$ cat config.mk
export PLATFORM = sky130hd
export DESIGN_NAME = cgif_top
export DESIGN_NICKNAME = d
export VERILOG_FILES = /design/src/hdl/cgif_pkg.sv /design/src/hdl/cgif_vec_if.sv /design/src/hdl/cgif_top.sv /design/src/hdl/cgif_vec.sv
export SDC_FILE = /design/constraint.sdc
export NUM_CORES = 1
export LEC_CHECK = 0
export ABC_CLOCK_PERIOD_IN_PS = 6600
export BUFFER_PORTS_ARGS = -buffer_cell sky130_fd_sc_hd__buf_2
export CORE_ASPECT_RATIO = 0.7
export CORE_MARGIN = 5
export CORE_UTILIZATION = 45
export CTS_BUF_LIST = sky130_fd_sc_hd__clkbuf_8
export CTS_CLUSTER_DIAMETER = 80
export CTS_CLUSTER_SIZE = 10
export DETAILED_ROUTE_END_ITERATION = 10
export GPL_TIMING_DRIVEN = 0
export PLACE_DENSITY = 0.68
export REMOVE_ABC_BUFFERS = 1
export SYNTH_ARGS = -nofsm -noshare
export SYNTH_HDL_FRONTEND = slang
export SYNTH_SLANG_ARGS = --single-unit
$ cat constraint.sdc
create_clock -name sys_clk_i -period 6.6 [get_ports sys_clk_i]
set_input_delay 1.32 -clock sys_clk_i [delete_from_list [all_inputs] [get_ports sys_clk_i]]
set_output_delay 1.32 -clock sys_clk_i [all_outputs]
set_load 0.01 [all_outputs]
$ cat src/hdl/cgif_pkg.sv
package cgif_pkg;

  // Register byte offsets on the AXI4-Lite slave
  localparam logic [7:0] OFS_GIF0 = 8'h00;
  localparam logic [7:0] OFS_GIF1 = 8'h04;
  localparam logic [7:0] OFS_GIM = 8'h08;
  localparam logic [7:0] OFS_MIM = 8'h0C;
  localparam logic [7:0] OFS_MIL = 8'h10;
  localparam logic [7:0] OFS_CTRL = 8'h14;
  localparam logic [7:0] OFS_STAT = 8'h18;
  localparam logic [7:0] OFS_LOST = 8'h1C;

  // Flag register field positions
  localparam int GIF_GMIF_BIT = 15;
  localparam int GIF_WAKE_BIT = 12;
  localparam int GIF_RML_BIT = 11;
  localparam int GIF_BO_BIT = 10;
  localparam int GIF_EP_BIT = 9;
  localparam int GIF_WL_BIT = 8;
  localparam int GIF_VEC_LSB = 0;
  localparam int VEC_W = 5;

  // Global mask register field positions
  localparam int GIM_GIL_BIT = 2;
  localparam int GIM_I1EN_BIT = 1;
  localparam int GIM_I0EN_BIT = 0;

  // Control and status field positions
  localparam int CTRL_COMPAT_BIT = 0;
  localparam int STAT_WL_BIT = 0;
  localparam int STAT_EP_BIT = 1;
  localparam int STAT_BO_BIT = 2;

  // Reset values
  localparam logic [31:0] RST_WORD = 32'h0000_0000;
  localparam logic [VEC_W-1:0] RST_VEC = 5'h00;

  // Error counter warning threshold
  localparam logic [7:0] WARN_LEVEL = 8'h60;

  // Mailboxes visible in 16-mailbox compatibility mode
  localparam logic [31:0] COMPAT_MBX_MASK = 32'h0000_FFFF;

  // AXI response codes
  localparam logic [1:0] RESP_OKAY = 2'h0;
  localparam logic [1:0] RESP_SLVERR = 2'h2;

  // Highest set bit number of a mailbox set, zero when empty
  function automatic logic [VEC_W-1:0] cgif_highest(input logic [31:0] set);
    logic [VEC_W-1:0] idx;
    idx = RST_VEC;
    for (int i = 0; i < 32; i++) begin
      if (set[i]) begin
        idx = VEC_W'(i);
      end
    end
    return idx;
  endfunction

  // Expand AXI byte strobes into a bit mask
  function automatic logic [31:0] cgif_strb_mask(input logic [3:0] strb);
    logic [31:0] m;
    m = RST_WORD;
    for (int b = 0; b < 4; b++) begin
      m[b*8 +: 8] = {8{strb[b]}};
    end
    return m;
  endfunction

endpackage

$ cat src/hdl/cgif_vec_if.sv
`timescale 1ns/100ps
interface cgif_vec_if;
  logic [31:0] pend;
  logic compat;
  logic [4:0] vec;

  modport src (
    output pend,
    output compat,
    input vec
  );
  modport sel (
    input pend,
    input compat,
    output vec
  );
endinterface

$ cat src/hdl/cgif_top.sv
// Added by the designer: the placing of the registers and register access over AXI4-Lite.
`timescale 1ns/100ps
// Functional notes
// Wake flag sets when the module leaves sleep, otherwise stays clear.
// Receive overflow sets the lost flag on the mailbox's selected line.
// Lost flag clears only when software clears that mailbox's pending bit.
// Bus-off flag sets on entering bus-off, stays clear while bus-on.
// Error-passive flag sets on entering error-passive state.
// Warning flag sets when either error counter reaches the warning level.
// Writes to flag bits seven to five are ignored.
// A five-bit vector shows the mailbox that set the mailbox flag.
// Vector holds until cleared or outranked, then shows highest pending.
// Normal mode: mailbox 31 ranks highest, lower numbers lower.
// Compat mode: four vector bits, mailbox 15 highest, 16 to 31 ignored.
// Vector value is meaningless when no mailbox flag is pending.
// Mailbox flag sets only for mailboxes whose mask bit is set.
// Global interrupts go to line one when level bit set, else zero.
// Each mailbox interrupts on line zero or one by its level bit.
module cgif_top
  import cgif_pkg::*;
(
  input wire logic sys_clk_i,
  input wire logic rst_i,
  input wire logic [7:0] s_axi_awaddr_i,
  input wire logic s_axi_awvalid_i,
  output logic s_axi_awready_o,
  input wire logic [31:0] s_axi_wdata_i,
  input wire logic [3:0] s_axi_wstrb_i,
  input wire logic s_axi_wvalid_i,
  output logic s_axi_wready_o,
  output logic [1:0] s_axi_bresp_o,
  output logic s_axi_bvalid_o,
  input wire logic s_axi_bready_i,
  input wire logic [7:0] s_axi_araddr_i,
  input wire logic s_axi_arvalid_i,
  output logic s_axi_arready_o,
  output logic [31:0] s_axi_rdata_o,
  output logic [1:0] s_axi_rresp_o,
  output logic s_axi_rvalid_o,
  input wire logic s_axi_rready_i,
  input wire logic wake_event_i,
  input wire logic [31:0] rx_overflow_i,
  input wire logic [31:0] receive_pending_i,
  input wire logic [31:0] transmit_ack_i,
  input wire logic bus_off_i,
  input wire logic error_passive_i,
  input wire logic [7:0] tx_err_cnt_i,
  input wire logic [7:0] rx_err_cnt_i,
  output logic irq_line_zero_o,
  output logic irq_line_one_o,
  output logic irq_o
);

  // Sticky global flags of one line
  typedef struct packed {
    logic wake;
    logic bo;
    logic ep;
    logic wl;
  } cgif_gflag_t;

  typedef struct packed {
    cgif_gflag_t [1:0] gflag;
    logic [31:0] lost;
    logic [31:0] rmp_q;
    logic bo_q;
    logic ep_q;
    logic wl_q;
    logic [4:0] gmask;
    logic global_line_select;
    logic i1en;
    logic i0en;
    logic [31:0] mim;
    logic [31:0] mil;
    logic compat;
    logic bvalid;
    logic [1:0] bresp;
    logic rvalid;
    logic [1:0] rresp;
    logic [31:0] rdata;
  } cgif_state_t;

  cgif_state_t st_r;
  cgif_state_t st_nxt;

  cgif_vec_if vif0 ();
  cgif_vec_if vif1 ();

  logic [31:0] mbx_flag;
  logic [31:0] mbx_pend0;
  logic [31:0] mbx_pend1;
  logic [31:0] mbx_vis;
  logic gmif0;
  logic gmif1;
  logic rml0;
  logic rml1;
  logic warn_now;
  logic wr_go;
  logic rd_go;
  logic [31:0] gif0_word;
  logic [31:0] gif1_word;

  // Per-mailbox flag: acknowledged transmit or pending receive
  assign mbx_flag = transmit_ack_i | receive_pending_i;
  assign mbx_vis = st_r.compat ? COMPAT_MBX_MASK : ~RST_WORD;
  assign mbx_pend0 = mbx_flag & st_r.mim & ~st_r.mil & mbx_vis;
  assign mbx_pend1 = mbx_flag & st_r.mim & st_r.mil & mbx_vis;
  assign gmif0 = |mbx_pend0;
  assign gmif1 = |mbx_pend1;
  assign rml0 = |(st_r.lost & ~st_r.mil);
  assign rml1 = |(st_r.lost & st_r.mil);
  assign warn_now = (tx_err_cnt_i >= WARN_LEVEL) || (rx_err_cnt_i >= WARN_LEVEL);

  // One vector selector per line
  assign vif0.pend = mbx_pend0;
  assign vif0.compat = st_r.compat;
  assign vif1.pend = mbx_pend1;
  assign vif1.compat = st_r.compat;

  cgif_vec u_vec0 (
    .sys_clk_i(sys_clk_i),
    .rst_i(rst_i),
    .vif(vif0.sel)
  );

  cgif_vec u_vec1 (
    .sys_clk_i(sys_clk_i),
    .rst_i(rst_i),
    .vif(vif1.sel)
  );

  // Flag word images; bits 7 to 5 read as zero
  always_comb begin
    gif0_word = RST_WORD;
    gif0_word[GIF_GMIF_BIT] = gmif0;
    gif0_word[GIF_WAKE_BIT] = st_r.gflag[0].wake;
    gif0_word[GIF_RML_BIT] = rml0;
    gif0_word[GIF_BO_BIT] = st_r.gflag[0].bo;
    gif0_word[GIF_EP_BIT] = st_r.gflag[0].ep;
    gif0_word[GIF_WL_BIT] = st_r.gflag[0].wl;
    gif0_word[GIF_VEC_LSB +: VEC_W] = vif0.vec;
    gif1_word = RST_WORD;
    gif1_word[GIF_GMIF_BIT] = gmif1;
    gif1_word[GIF_WAKE_BIT] = st_r.gflag[1].wake;
    gif1_word[GIF_RML_BIT] = rml1;
    gif1_word[GIF_BO_BIT] = st_r.gflag[1].bo;
    gif1_word[GIF_EP_BIT] = st_r.gflag[1].ep;
    gif1_word[GIF_WL_BIT] = st_r.gflag[1].wl;
    gif1_word[GIF_VEC_LSB +: VEC_W] = vif1.vec;
  end

  // Write is taken only with address and data together and no response owed
  assign wr_go = s_axi_awvalid_i && s_axi_wvalid_i && !st_r.bvalid;
  assign rd_go = s_axi_arvalid_i && !st_r.rvalid;
  assign s_axi_awready_o = wr_go;
  assign s_axi_wready_o = wr_go;
  assign s_axi_arready_o = !st_r.rvalid;

  // Next-state logic for flags, registers and bus responses
  always_comb begin
    logic [31:0] bm;
    logic [31:0] clr;
    logic [31:0] wd;
    logic ln;
    bm = cgif_strb_mask(s_axi_wstrb_i);
    wd = s_axi_wdata_i & bm;
    clr = RST_WORD;
    ln = 1'b0;
    st_nxt = st_r;
    st_nxt.rmp_q = receive_pending_i;
    st_nxt.bo_q = bus_off_i;
    st_nxt.ep_q = error_passive_i;
    st_nxt.wl_q = warn_now;

    // Write-one-to-clear of global flags; lost flag and vector are not writable
    if (wr_go) begin
      st_nxt.bvalid = 1'b1;
      st_nxt.bresp = RESP_OKAY;
      case (s_axi_awaddr_i)
        OFS_GIF0, OFS_GIF1: begin
          clr = wd;
          ln = (s_axi_awaddr_i == OFS_GIF1);
          st_nxt.gflag[ln].wake = st_r.gflag[ln].wake & ~clr[GIF_WAKE_BIT];
          st_nxt.gflag[ln].bo = st_r.gflag[ln].bo & ~clr[GIF_BO_BIT];
          st_nxt.gflag[ln].ep = st_r.gflag[ln].ep & ~clr[GIF_EP_BIT];
          st_nxt.gflag[ln].wl = st_r.gflag[ln].wl & ~clr[GIF_WL_BIT];
        end
        OFS_GIM: begin
          if (s_axi_wstrb_i[0]) begin
            st_nxt.global_line_select = wd[GIM_GIL_BIT];
            st_nxt.i1en = wd[GIM_I1EN_BIT];
            st_nxt.i0en = wd[GIM_I0EN_BIT];
          end
          if (s_axi_wstrb_i[1]) begin
            st_nxt.gmask = wd[GIF_WAKE_BIT:GIF_WL_BIT];
          end
        end
        OFS_MIM: begin
          st_nxt.mim = (st_r.mim & ~bm) | wd;
        end
        OFS_MIL: begin
          st_nxt.mil = (st_r.mil & ~bm) | wd;
        end
        OFS_CTRL: begin
          if (s_axi_wstrb_i[0]) begin
            st_nxt.compat = wd[CTRL_COMPAT_BIT];
          end
        end
        OFS_STAT, OFS_LOST: begin
          st_nxt.bresp = RESP_OKAY; // Read-only, write dropped
        end
        default: begin
          st_nxt.bresp = RESP_SLVERR;
        end
      endcase
    end else if (st_r.bvalid && s_axi_bready_i) begin
      st_nxt.bvalid = 1'b0;
    end

    // Events are applied after the clears so a same-cycle set wins
    if (wake_event_i) begin
      st_nxt.gflag[st_r.global_line_select].wake = 1'b1;
    end
    if (bus_off_i && !st_r.bo_q) begin
      st_nxt.gflag[st_r.global_line_select].bo = 1'b1;
    end
    if (error_passive_i && !st_r.ep_q) begin
      st_nxt.gflag[st_r.global_line_select].ep = 1'b1;
    end
    if (warn_now && !st_r.wl_q) begin
      st_nxt.gflag[st_r.global_line_select].wl = 1'b1;
    end

    // Lost bit drops on a falling pending bit; a new overflow still wins
    st_nxt.lost = (st_r.lost & ~(st_r.rmp_q & ~receive_pending_i)) | rx_overflow_i;

    // Read channel: data registered, held until rready
    if (rd_go) begin
      st_nxt.rvalid = 1'b1;
      st_nxt.rresp = RESP_OKAY;
      case (s_axi_araddr_i)
        OFS_GIF0: begin
          st_nxt.rdata = gif0_word;
        end
        OFS_GIF1: begin
          st_nxt.rdata = gif1_word;
        end
        OFS_GIM: begin
          st_nxt.rdata = RST_WORD;
          st_nxt.rdata[GIF_WAKE_BIT:GIF_WL_BIT] = st_r.gmask;
          st_nxt.rdata[GIM_GIL_BIT] = st_r.global_line_select;
          st_nxt.rdata[GIM_I1EN_BIT] = st_r.i1en;
          st_nxt.rdata[GIM_I0EN_BIT] = st_r.i0en;
        end
        OFS_MIM: begin
          st_nxt.rdata = st_r.mim;
        end
        OFS_MIL: begin
          st_nxt.rdata = st_r.mil;
        end
        OFS_CTRL: begin
          st_nxt.rdata = RST_WORD;
          st_nxt.rdata[CTRL_COMPAT_BIT] = st_r.compat;
        end
        OFS_STAT: begin
          st_nxt.rdata = RST_WORD;
          st_nxt.rdata[STAT_WL_BIT] = st_r.wl_q;
          st_nxt.rdata[STAT_EP_BIT] = st_r.ep_q;
          st_nxt.rdata[STAT_BO_BIT] = st_r.bo_q;
        end
        OFS_LOST: begin
          st_nxt.rdata = st_r.lost;
        end
        default: begin
          st_nxt.rdata = RST_WORD;
          st_nxt.rresp = RESP_SLVERR;
        end
      endcase
    end else if (st_r.rvalid && s_axi_rready_i) begin
      st_nxt.rvalid = 1'b0;
    end
  end

  // Single state register
  always_ff @(posedge sys_clk_i or posedge rst_i) begin
    if (rst_i) begin
      st_r <= '0;
    end else begin
      st_r <= st_nxt;
    end
  end

  // Line outputs: global flags gated by their masks, mailbox flags by MIM
  always_comb begin
    logic g0;
    logic g1;
    g0 = |({st_r.gflag[0].wake, rml0, st_r.gflag[0].bo, st_r.gflag[0].ep,
            st_r.gflag[0].wl} & st_r.gmask);
    g1 = |({st_r.gflag[1].wake, rml1, st_r.gflag[1].bo, st_r.gflag[1].ep,
            st_r.gflag[1].wl} & st_r.gmask);
    irq_line_zero_o = st_r.i0en && (g0 || gmif0);
    irq_line_one_o = st_r.i1en && (g1 || gmif1);
    irq_o = irq_line_zero_o || irq_line_one_o;
  end

  assign s_axi_bvalid_o = st_r.bvalid;
  assign s_axi_bresp_o = st_r.bresp;
  assign s_axi_rvalid_o = st_r.rvalid;
  assign s_axi_rresp_o = st_r.rresp;
  assign s_axi_rdata_o = st_r.rdata;

endmodule

$ cat src/hdl/cgif_vec.sv
`timescale 1ns/100ps
module cgif_vec
  import cgif_pkg::*;
(
  input wire logic sys_clk_i,
  input wire logic rst_i,
  cgif_vec_if.sel vif
);

  typedef struct packed {
    logic [VEC_W-1:0] vec;
  } cgif_vec_st_t;

  cgif_vec_st_t st_r;
  cgif_vec_st_t st_nxt;
  logic [31:0] seen;

  // Compatibility mode hides mailboxes 16 to 31 from the vector
  always_comb begin
    seen = vif.compat ? (vif.pend & COMPAT_MBX_MASK) : vif.pend;
    st_nxt = st_r;
    // A higher pending mailbox always takes over; the held number only moves
    // once it is cleared, since it is then no longer the highest
    if (|seen) begin
      st_nxt.vec = cgif_highest(seen);
    end
    if (vif.compat) begin
      st_nxt.vec[VEC_W-1] = 1'b0;
    end
  end

  // With nothing pending the last number is kept, its top bit cleared in compatibility mode
  always_ff @(posedge sys_clk_i or posedge rst_i) begin
    if (rst_i) begin
      st_r <= '0;
    end else begin
      st_r <= st_nxt;
    end
  end

  assign vif.vec = st_r.vec;

endmodule

Yosys cells after proc, flatten, opt, wreduce, memory -nomap -nowiden
Index checks and enable logic that the tools add are counted.

word-level totals
  input bits = 174
  output and inout port bits = 44
  word-level logic and storage cells = 230
  register bits = 196

cells by class
  reductions and logical operators = 43
  mux-type cells = 108
  bitwise operators = 30
  equality and inequality tests = 14
  magnitude comparators = 6

operator list
  operator            number
  $and 32x32->32      12
  $pmux 32 s8         1
  $reduce_or 32->1    6
  $mux 5              34
  $not 32->32         4
  $or 32x32->32       4
  $mux 32             3
  $mux 4              20
  $bwmux 8            8
  $eq 8x5->1 const B  8
  $mux 8              6
  $demux 4 s1         8
  $eq 8x4->1 const B  4
  $mux 3              10
  $eq 8x3->1 const B  2
  $ge 8x7->1 const B  2
  $logic_not 8->1     2
  $mux 2              8
  $reduce_or 8->1     2
  $logic_and 1x1->1   12
  $and 5x5->5         2
  $mux 1              10
  $reduce_or 5->1     2
  $reduce_and 3->1    3
  other kinds (9)     28

Logic depth before layout (Yosys ltp)
Gate-level depths: netlist of run 1.

  depth after elaboration = 38
  mapped depth = 9
  mapped depth without buffers = 7

Cells and area by module
From an unflattened synthesis of run 1, not the netlist that was laid out.

second synthesis, totals
  cells, all modules = 992
  area, all modules = 10,116.0 um^2

by module, submodules not included
  module    area an instance (um^2)  times used  cells an instance  seq. area each (um^2)
  cgif_top  8,922.3                  1           824                4,604.4
  cgif_vec  596.8                    2           84                 125.1

Least setup slack after synthesis of run 1
Ideal clock, no wire load.

  path type = input to output
  start point = input port receive_pending_i[13]
  end point = output port irq_o
  stages = 6
  data required time = 5.280 ns
  path slack = 2.262 ns
  arrival = 3.018 ns
  buffers on the path = 0
  path through = o211ai_1 > nand4_1 > or3b_2 > nor4_4 > a31oi_1 > or2_1

between the ends
  longest elaborated chain between the ends = 8
  elaborated cells on any way between the ends = 13
  those cells by class = bitwise: 6; reduce/logical: 7

ends and longest elaborated chain
  item                          RTL line         source
  start: declaration            cgif_top.sv:43   input wire logic [31:0] receive_pending_i,
  $or 32x32->32                 cgif_top.sv:104  assign mbx_flag = transmit_ack_i | receive_pending_i;
  $and 32x32->32 (3 in series)  cgif_top.sv:107  assign mbx_pend1 = mbx_flag & st_r.mim & st_r.mil & mbx_vis;
  $reduce_or 32->1              cgif_top.sv:109  assign gmif1 = |mbx_pend1;
  $logic_or 1x1->1              cgif_top.sv:302  irq_line_one_o = st_r.i1en && (g1 || gmif1);
  $logic_and 1x1->1             cgif_top.sv:302
  named net irq_line_one_o      cgif_top.sv:50   output logic irq_line_one_o,
  $logic_or 1x1->1              cgif_top.sv:303  irq_o = irq_line_zero_o || irq_line_one_o;
  end: declaration              cgif_top.sv:51   output logic irq_o

The timed path passes the listed nets, and every way through them passes these cells.

Worst setup path after layout of run 1
  start point = input port receive_pending_i[13]
  end point = output port irq_o

between the ends
  longest elaborated chain between the ends = 8
  elaborated cells on any way between the ends = 13
  those cells by class = bitwise: 6; reduce/logical: 7

ends and longest elaborated chain
  item                                                    RTL line
  $or 32x32->32 *                                         cgif_top.sv:104
  $and 32x32->32 *                                        cgif_top.sv:106, cgif_top.sv:107
  $and 32x32->32, on equally long branches (2 in series)  cgif_top.sv:106, cgif_top.sv:107
  $reduce_or 32->1, on equally long branches              cgif_top.sv:108, cgif_top.sv:109
  $logic_or 1x1->1, on equally long branches              cgif_top.sv:301, cgif_top.sv:302
  $logic_and 1x1->1, on equally long branches             cgif_top.sv:301, cgif_top.sv:302
  $logic_or 1x1->1 *                                      cgif_top.sv:303

Mark *: on every way between the ends. The rest lies on a longest branch, timed or not.

==> results.txt, run 1 <==
----------------------------------------------------
[Clock tree]
  Inserted Clock Buffers ... 17
  Number of levels in the clock H-tree ... 4
  Clock latency on the worst-skew pair ... 0.48 ns
  Maximum count of clock buffers along a single path ... 2
  CTS root buffer ... sky130_fd_sc_hd__clkbuf_8
  Clock tree from TritonCTS ... done
  Sink Count ... 194
  Hold bufs inserted after CTS ... 0
  Post-CTS setup buffer count ... 0
  Post-CTS sizing ... 0
  Clock edge transition at the registers on the reported setup and hold paths ... 0.10 ns

[Route]
  Drt first pass iters ... 8
  Routed wirelength normalized by instance count ... 23.5 µm
  Count of routing violations after the opening detailed-route iteration ... 1,105
  # DRC ... 0
  Routed Wire Length ... 31,900 µm
  DRT antenna net count ... 0
  Vias after detailed routing ... 8,247
  Mean number of vias per cell ... 6.07

[Synth]
  Average cell area after synthesis ... 10.7 µm²
  Number of enable flip-flop cells after synthesis ... 0
  Yosys cell types ... 70
  Instance count of the mapped netlist ... 900
  Post-synthesis sequential element count ... 194
  Async SR Flop Fraction ... 100%
  Synth Flop Type ... sky130_fd_sc_hd__dfrtp_1
  Fraction of the yosys area taken by sequential cells ... 50.3%
  Number of warning messages in the yosys log ... 0
  Netlist area before placement ... 9650 µm²

[Die]
  Starting utilization of the core area ... 46.1%
  Placeable core region ... 20,900 µm²
  Die Area ... 24,500 µm²
  Die H ... 133 µm
  X dimension of the die ... 185 µm
  Boundary Pins ... 218
  Standard-cell row count ... 44

[Power and ir drop]
  Pleak ... 0.00525 µW
  Maximum ir drop on the vdd rail ... 132 µV
  P per Cell Area ... 204 nW/µm²

[Timing]
  Final-report hold violation count ... 0
  Number of max-slew violations in the final report ... 0
  Final worst path period need ... 5.10 ns
  Slew at the pin with the worst max-slew slack ... 1.14 ns
  Post-Route Skew ... 0.0157 ns
  Total Negative Setup Slacks ... 0 ns
  Highest clock rate ... 0.196 GHz
  Worst slew margin relative to its limit ... 22.2%
  Setup Viol. Count Final ... 0
  Unrepaired setup endpoints after global routing ... no
  Post-route fraction of the period consumed by the critical path ... 77.3%

[Hold path]
  Class of the tightest hold or removal check ... register to register

[Finish]
  Most common cell after layout, fill and taps aside ... sky130_fd_sc_hd__buf_2
  Final net count ... 1,246
  Share of post-route cells with drive strength above 1 ... 31.1%
  Number of inserted diodes ... 0
  Final standard cell utilization of the core ... 53.5%
  Area growth syn-to-layout ... 15.9%
  Most used cells in the layout excluding fill and tap cells ... sky130_fd_sc_hd__buf_2, sky130_fd_sc_hd__dfrtp_1, sky130_fd_sc_hd__nand2_1, sky130_fd_sc_hd__mux2_2, sky130_fd_sc_hd__o21ai_0

[Status]
  Outcome ... completed

[Worst setup path]
  Sort of element at the start of the critical path ... input pin
  Setup Crit Path Kind ... input pin to primary output
  CP endpoint kind ... primary output
  Biggest fanout along the worst timing path ... 5
  Crit path DAT ... 3.78 ns
  Critical Path RT ... 5.28 ns

[GRT]
  Largest net degree at the start of global routing ... 123
  Vias in the first global route ... 8,010
  First-pass GRT wire length ... 48,100 µm
  Global routing usage summed across all routing layers ... 25.7%
  Number of antenna violations at the first check in global routing ... 4
  Final global-route overflow total ... 0

[Placement]
  Routability Congestion ... 0.964
  Port-buffer cells ... 205
  HPWL after detailed placement ... 24,800 µm

[Flow run]
  Number of maximum-capacitance constraint violations ... 0

----------------------------------------------------
[worst paths after layout]
path,end,depth (start not counted),start,slack (ns)
min in group asynchronous,s_axi_rdata_o[17]$_DFFE_PP0P_,2,rst_i,1.02
worst min register to register,s_axi_rdata_o[25]$_DFFE_PP0P_,2,s_axi_rdata_o[25]$_DFFE_PP0P_,0.49
worst min-delay path,s_axi_rdata_o[25]$_DFFE_PP0P_,2,s_axi_rdata_o[25]$_DFFE_PP0P_,0.49
worst max register to register,s_axi_rdata_o[11]$_DFFE_PP0P_,7,register,3.57
worst max-delay path,irq_o,8,receive_pending_i[13],1.50
max in group asynchronous,s_axi_rdata_o[11]$_DFFE_PP0P_,3,rst_i,4.73
[critical path, cell delays in order]
cell and delay (ns):
sky130_fd_sc_hd__buf_2 0.12, sky130_fd_sc_hd__o211ai_1 0.44, sky130_fd_sc_hd__nand4_1 0.32, sky130_fd_sc_hd__or3b_2 0.59, sky130_fd_sc_hd__nor4_4 0.41, sky130_fd_sc_hd__a31oi_1 0.20
sky130_fd_sc_hd__or2_1 0.24, sky130_fd_sc_hd__buf_2 0.14
[metal layers]
metal	part of all wire, %	global-route usage [%]
met5	0.13	0
met4	1.3	5.38
met3	11	7.85
met2	39	33.8
met1	48	41.2
[final cells by class]
cell class | count | area, µm²
clock buffers | 17 | 234
clock inverters | 13 | 164
fillers | 1933 | 9730
inverters | 37 | 146
multi-input cells | 612 | 4330
flip-flops and latches | 194 | 4850
well taps | 276 | 345
repair buffers | 210 | 1110
[cells in the mapped netlist (all sizes together), types with 3 or more instances]
library cell	n	share of area, %
a2111o	3	0.35
a2111oi	4	0.36
a211o	3	0.27
a21o	35	2.7
a21oi	19	0.99
a221oi	7	0.64
a222oi	30	3.1
a22o	8	0.73
a22oi	30	2.3
a31oi	6	0.39
a32o	6	0.62
buf	39	3.0
clkbuf	19	0.74
dfrtp	194	50
inv	37	1.4
mux2	73	8.6
nand2	85	3.7
nand2b	40	2.6
nand3	10	0.52
nand4	14	0.91
nor2	44	1.7
nor2b	18	1.2
nor3	9	0.52
nor4	5	0.54
o2111ai	31	2.8
o211ai	19	1.5
o21ai	60	3.1
o22ai	9	0.58
o31ai	3	0.23
or4	3	0.23
[logic make-up after synthesis]
| family | after synthesis | share of synthesized area, % |
|---|---|---|
| mux | 74 | 8.70 |
| flops | 194 | 50.3 |
| compound gates | 291 | 22.3 |
| other cells | 1 | 0.0388 |
| simple gates | 245 | 13.4 |
| buf+inv | 95 | 5.22 |
[where the power goes]
group          total (µW)  internal [µW]  switching, µW  leakage, µW
clock network         813            371            441     0.000192
logic                 193           82.3            110      0.00260
registers            1280           1230           49.2      0.00245
[metrics by stage]
| step | setup WS [ns] | hold WS, ns | std cells | instance area [µm²] | power (µW) |
|---|---|---|---|---|---|
| 2_1_floorplan | -0.00390 | 0.460 | 843 | 9290 | 1370 |
| 3_3_place_gp | -2.21 | 0.460 | 1324 | 10700 | 1490 |
| 3_5_place_dp | 1.58 | 0.465 | 1329 | 10800 | 1490 |
| 4_1_cts | 1.57 | 0.490 | 1359 | 11200 | 2290 |
| 5_1_grt | 1.45 | 0.522 | 1359 | 11200 | 2370 |
| 6_report | 1.50 | 0.486 | 1359 | 11200 | 2290 |
(Power assumes the default switching activity.)
==> inputs of run 2 (changes only) <==
- ABC_CLOCK_PERIOD_IN_PS: 6600 -> 4300
- clock period: 6.6 -> 4.3 ns (I/O delays scaled with it)
==> run 2 against run 1 <==
Effect of this change:
- via count is essentially flat
- wire length is the same
- register-to-register slack lost 2.1 ns
- die area is the same
- largest cell class unchanged
- first-iteration DRC count shrank 0.18%
==> results.txt, run 2 (same netlist as run 1, synthesis figures left out) <==
----------------------------------------------------
[Worst setup path]
  Category of cells accounting for the largest share of critical-path delay ... compound AO/OA/AOI/OAI gates
  CP endpoint kind ... primary output
  Largest stage delay, worst path ... 0.49 ns (-0.10 ns)
  Setup Crit Path Kind ... input pin to primary output
  Total buffers and inverters traversed by the critical path ... 2 (unchanged)
  Critical Path RT ... 3.44 ns (-1.84 ns)
  Sort of element at the start of the critical path ... input pin
  Critical Path, Cell by Cell ... buf_2 > o21ai_0 > o22ai_1 > nor4_1 > o211ai_1 > and2b_1 > a21boi_1 > or2_1 > buf_2
  Crit path DAT ... 3.30 ns (-0.48 ns)
  Worst-path cell with the longest stage delay ... sky130_fd_sc_hd__o21ai_0
  Biggest fanout along the worst timing path ... 5 (unchanged)
  Cell repeated most along the worst path ... sky130_fd_sc_hd__buf_2

[Route]
  Drt first pass iters ... 9 (+1)
  Count of routing violations after the opening detailed-route iteration ... 1,103 (-0.18%)
  Vias after detailed routing ... 8,242 (-0.061%)
  # DRC ... 0 (unchanged)
  Routed Wire Length ... 31,900 µm (unchanged)
  Routed wirelength normalized by instance count ... 23.5 µm (about the same)
  Mean number of vias per cell ... 6.06 (-0.13%)
  DRT antenna net count ... 0 (unchanged)

[Timing]
  Total Negative Setup Slacks ... 0 ns (unchanged)
  Post-route worst hold slack ... 0.486 ns (+0.0000430 ns)
  Worst slew margin relative to its limit ... 31.1% (+8.9 points)
  Setup Viol. Count Final ... 0 (unchanged)
  Number of max-slew violations in the final report ... 0 (unchanged)
  Unrepaired setup endpoints after global routing ... no
  Setup slack after layout ... 0.138 ns (-1.36 ns)
  Slew at the pin with the worst max-slew slack ... 1.03 ns (-0.107 ns)
  Final-report hold violation count ... 0 (unchanged)
  Post-Route Skew ... 0.0147 ns (-0.000994 ns)
  Post-route fraction of the period consumed by the critical path ... 96.8%
  Highest clock rate ... 0.240 GHz
  Final worst path period need ... 4.16 ns

[GRT]
  Vias in the first global route ... 8,010 (unchanged)
  First-pass GRT wire length ... 48,100 µm (unchanged)
  Global routing usage summed across all routing layers ... 25.7% (unchanged)
  Number of antenna violations at the first check in global routing ... 4 (unchanged)
  Largest net degree at the start of global routing ... 123 (unchanged)
  Final global-route overflow total ... 0 (unchanged)

[Placement]
  Port-buffer cells ... 205 (unchanged)
  Cell Count Post-Placement ... 1,329 (unchanged)
  Routability Congestion ... 0.964 (unchanged)
  HPWL after detailed placement ... 24,800 µm (unchanged)
  Setup slack at placement ... 0.195 ns (-1.38 ns)

[Die]
  Boundary Pins ... 218 (unchanged)
  Die H ... 133 µm (unchanged)
  Standard-cell row count ... 44 (unchanged)
  Die Area ... 24,500 µm² (unchanged)
  X dimension of the die ... 185 µm (unchanged)
  Placeable core region ... 20,900 µm² (unchanged)
  Starting utilization of the core area ... 46.1% (unchanged)

[Finish]
  Post-route non-filler standard cell count ... 1,360 (+0.074%)
  Most common cell after layout, fill and taps aside ... sky130_fd_sc_hd__buf_2
  Final net count ... 1,246 (unchanged)
  Area growth syn-to-layout ... 16.0% (about the same)
  Share of post-route cells with drive strength above 1 ... 31.2% (+0.092 points)
  Most used cells in the layout excluding fill and tap cells ... sky130_fd_sc_hd__buf_2, sky130_fd_sc_hd__dfrtp_1, sky130_fd_sc_hd__nand2_1, sky130_fd_sc_hd__mux2_2, sky130_fd_sc_hd__o21ai_0

[Clock tree]
  Sink Count ... 194 (unchanged)
  Clock edge transition at the registers on the reported setup and hold paths ... 0.10 ns (about the same)
  Maximum count of clock buffers along a single path ... 2 (unchanged)
  CTS root buffer ... sky130_fd_sc_hd__clkbuf_8
  Number of levels in the clock H-tree ... 4 (unchanged)
  Hold bufs inserted after CTS ... 0 (unchanged)
  Clock latency on the worst-skew pair ... 0.48 ns (about the same)
  Post-CTS setup buffer count ... 0 (unchanged)
  Inserted Clock Buffers ... 17 (unchanged)
  Clock tree from TritonCTS ... done

[Power and ir drop]
  Total power draw ... 3510 µW (+53%)
  P per Cell Area ... 313 nW/µm² (+53%)
  Pleak ... 0.00525 µW (about the same)
  Maximum ir drop on the vdd rail ... 203 µV (+54%)

[Hold path]
  Class of the tightest hold or removal check ... register to register

[Flow run]
  Number of maximum-capacitance constraint violations ... 0 (unchanged)

[Status]
  Outcome ... completed

----------------------------------------------------
-- run 2: what timing repair did --
action	4_1_cts	5_1_grt
gates resized for setup	1	1
endpoints found under the setup margin	1	1
cloned	0	0
-- run 2: layout make-up --
cell class | instances | area, µm²
Timing Repair Buffer | 210 | 1110
Inverter | 37 | 146
Tap cell | 276 | 345
Clock inverter | 13 | 164
Fill cell | 1930 | 9720
Clock buffer | 17 | 234
Sequential cell | 194 | 4850
Antenna cell | 1 | 2.50
Multi-Input combinational cell | 612 | 4340
-- run 2: through the flow --
step	util, %	area [µm²]
2_1_floorplan	-	9290
3_3_place_gp	51.0	10700
3_5_place_dp	51.5	10800
4_1_cts	53.4	11200
5_1_grt	53.5	11200
6_report	53.5	11200
-- run 2: layer usage --
layer,part of all wire (%),track usage [%],vias up
met1,48,41.2,4000
li1,-,-,3749
met3,12,7.85,44
met5,0.13,0,-
met4,1.5,5.38,8
met2,39,33.8,441
-- run 2: worst paths after layout --
path | from | endpoint | slack, ns | depth (start not counted)
setup / recovery | receive_pending_i[14] | irq_o | 0.14 | 9
hold / removal | s_axi_rdata_o[25]$_DFFE_PP0P_ | s_axi_rdata_o[25]$_DFFE_PP0P_ | 0.49 | 2
setup reg to reg | vif0.compat$_DFFE_PP0P_ | s_axi_rdata_o[15]$_DFFE_PP0P_ | 1.50 | 7
hold reg to reg | s_axi_rdata_o[25]$_DFFE_PP0P_ | s_axi_rdata_o[25]$_DFFE_PP0P_ | 0.49 | 2
max in group asynchronous | rst_i | s_axi_rdata_o[11]$_DFFE_PP0P_ | 2.90 | 3
min in group asynchronous | rst_i | s_axi_rdata_o[17]$_DFFE_PP0P_ | 0.56 | 2
-- run 2: worst register-to-register path: stages (launching register included) --
cell                        delay [ns]
sky130_fd_sc_hd__dfrtp_1          0.57
sky130_fd_sc_hd__inv_2            0.32
sky130_fd_sc_hd__o2111ai_1        0.38
sky130_fd_sc_hd__nand4_1          0.28
sky130_fd_sc_hd__nor4_2           0.51
sky130_fd_sc_hd__nand2_1          0.26
sky130_fd_sc_hd__a32oi_1          0.27
sky130_fd_sc_hd__o21ai_1          0.09
-- run 2: report_power, final --
group	internal [µW]	leakage, µW	switching (µW)
combinational	126	0.00260	170
clock	570	0.000192	675
sequential	1890	0.00245	75.9
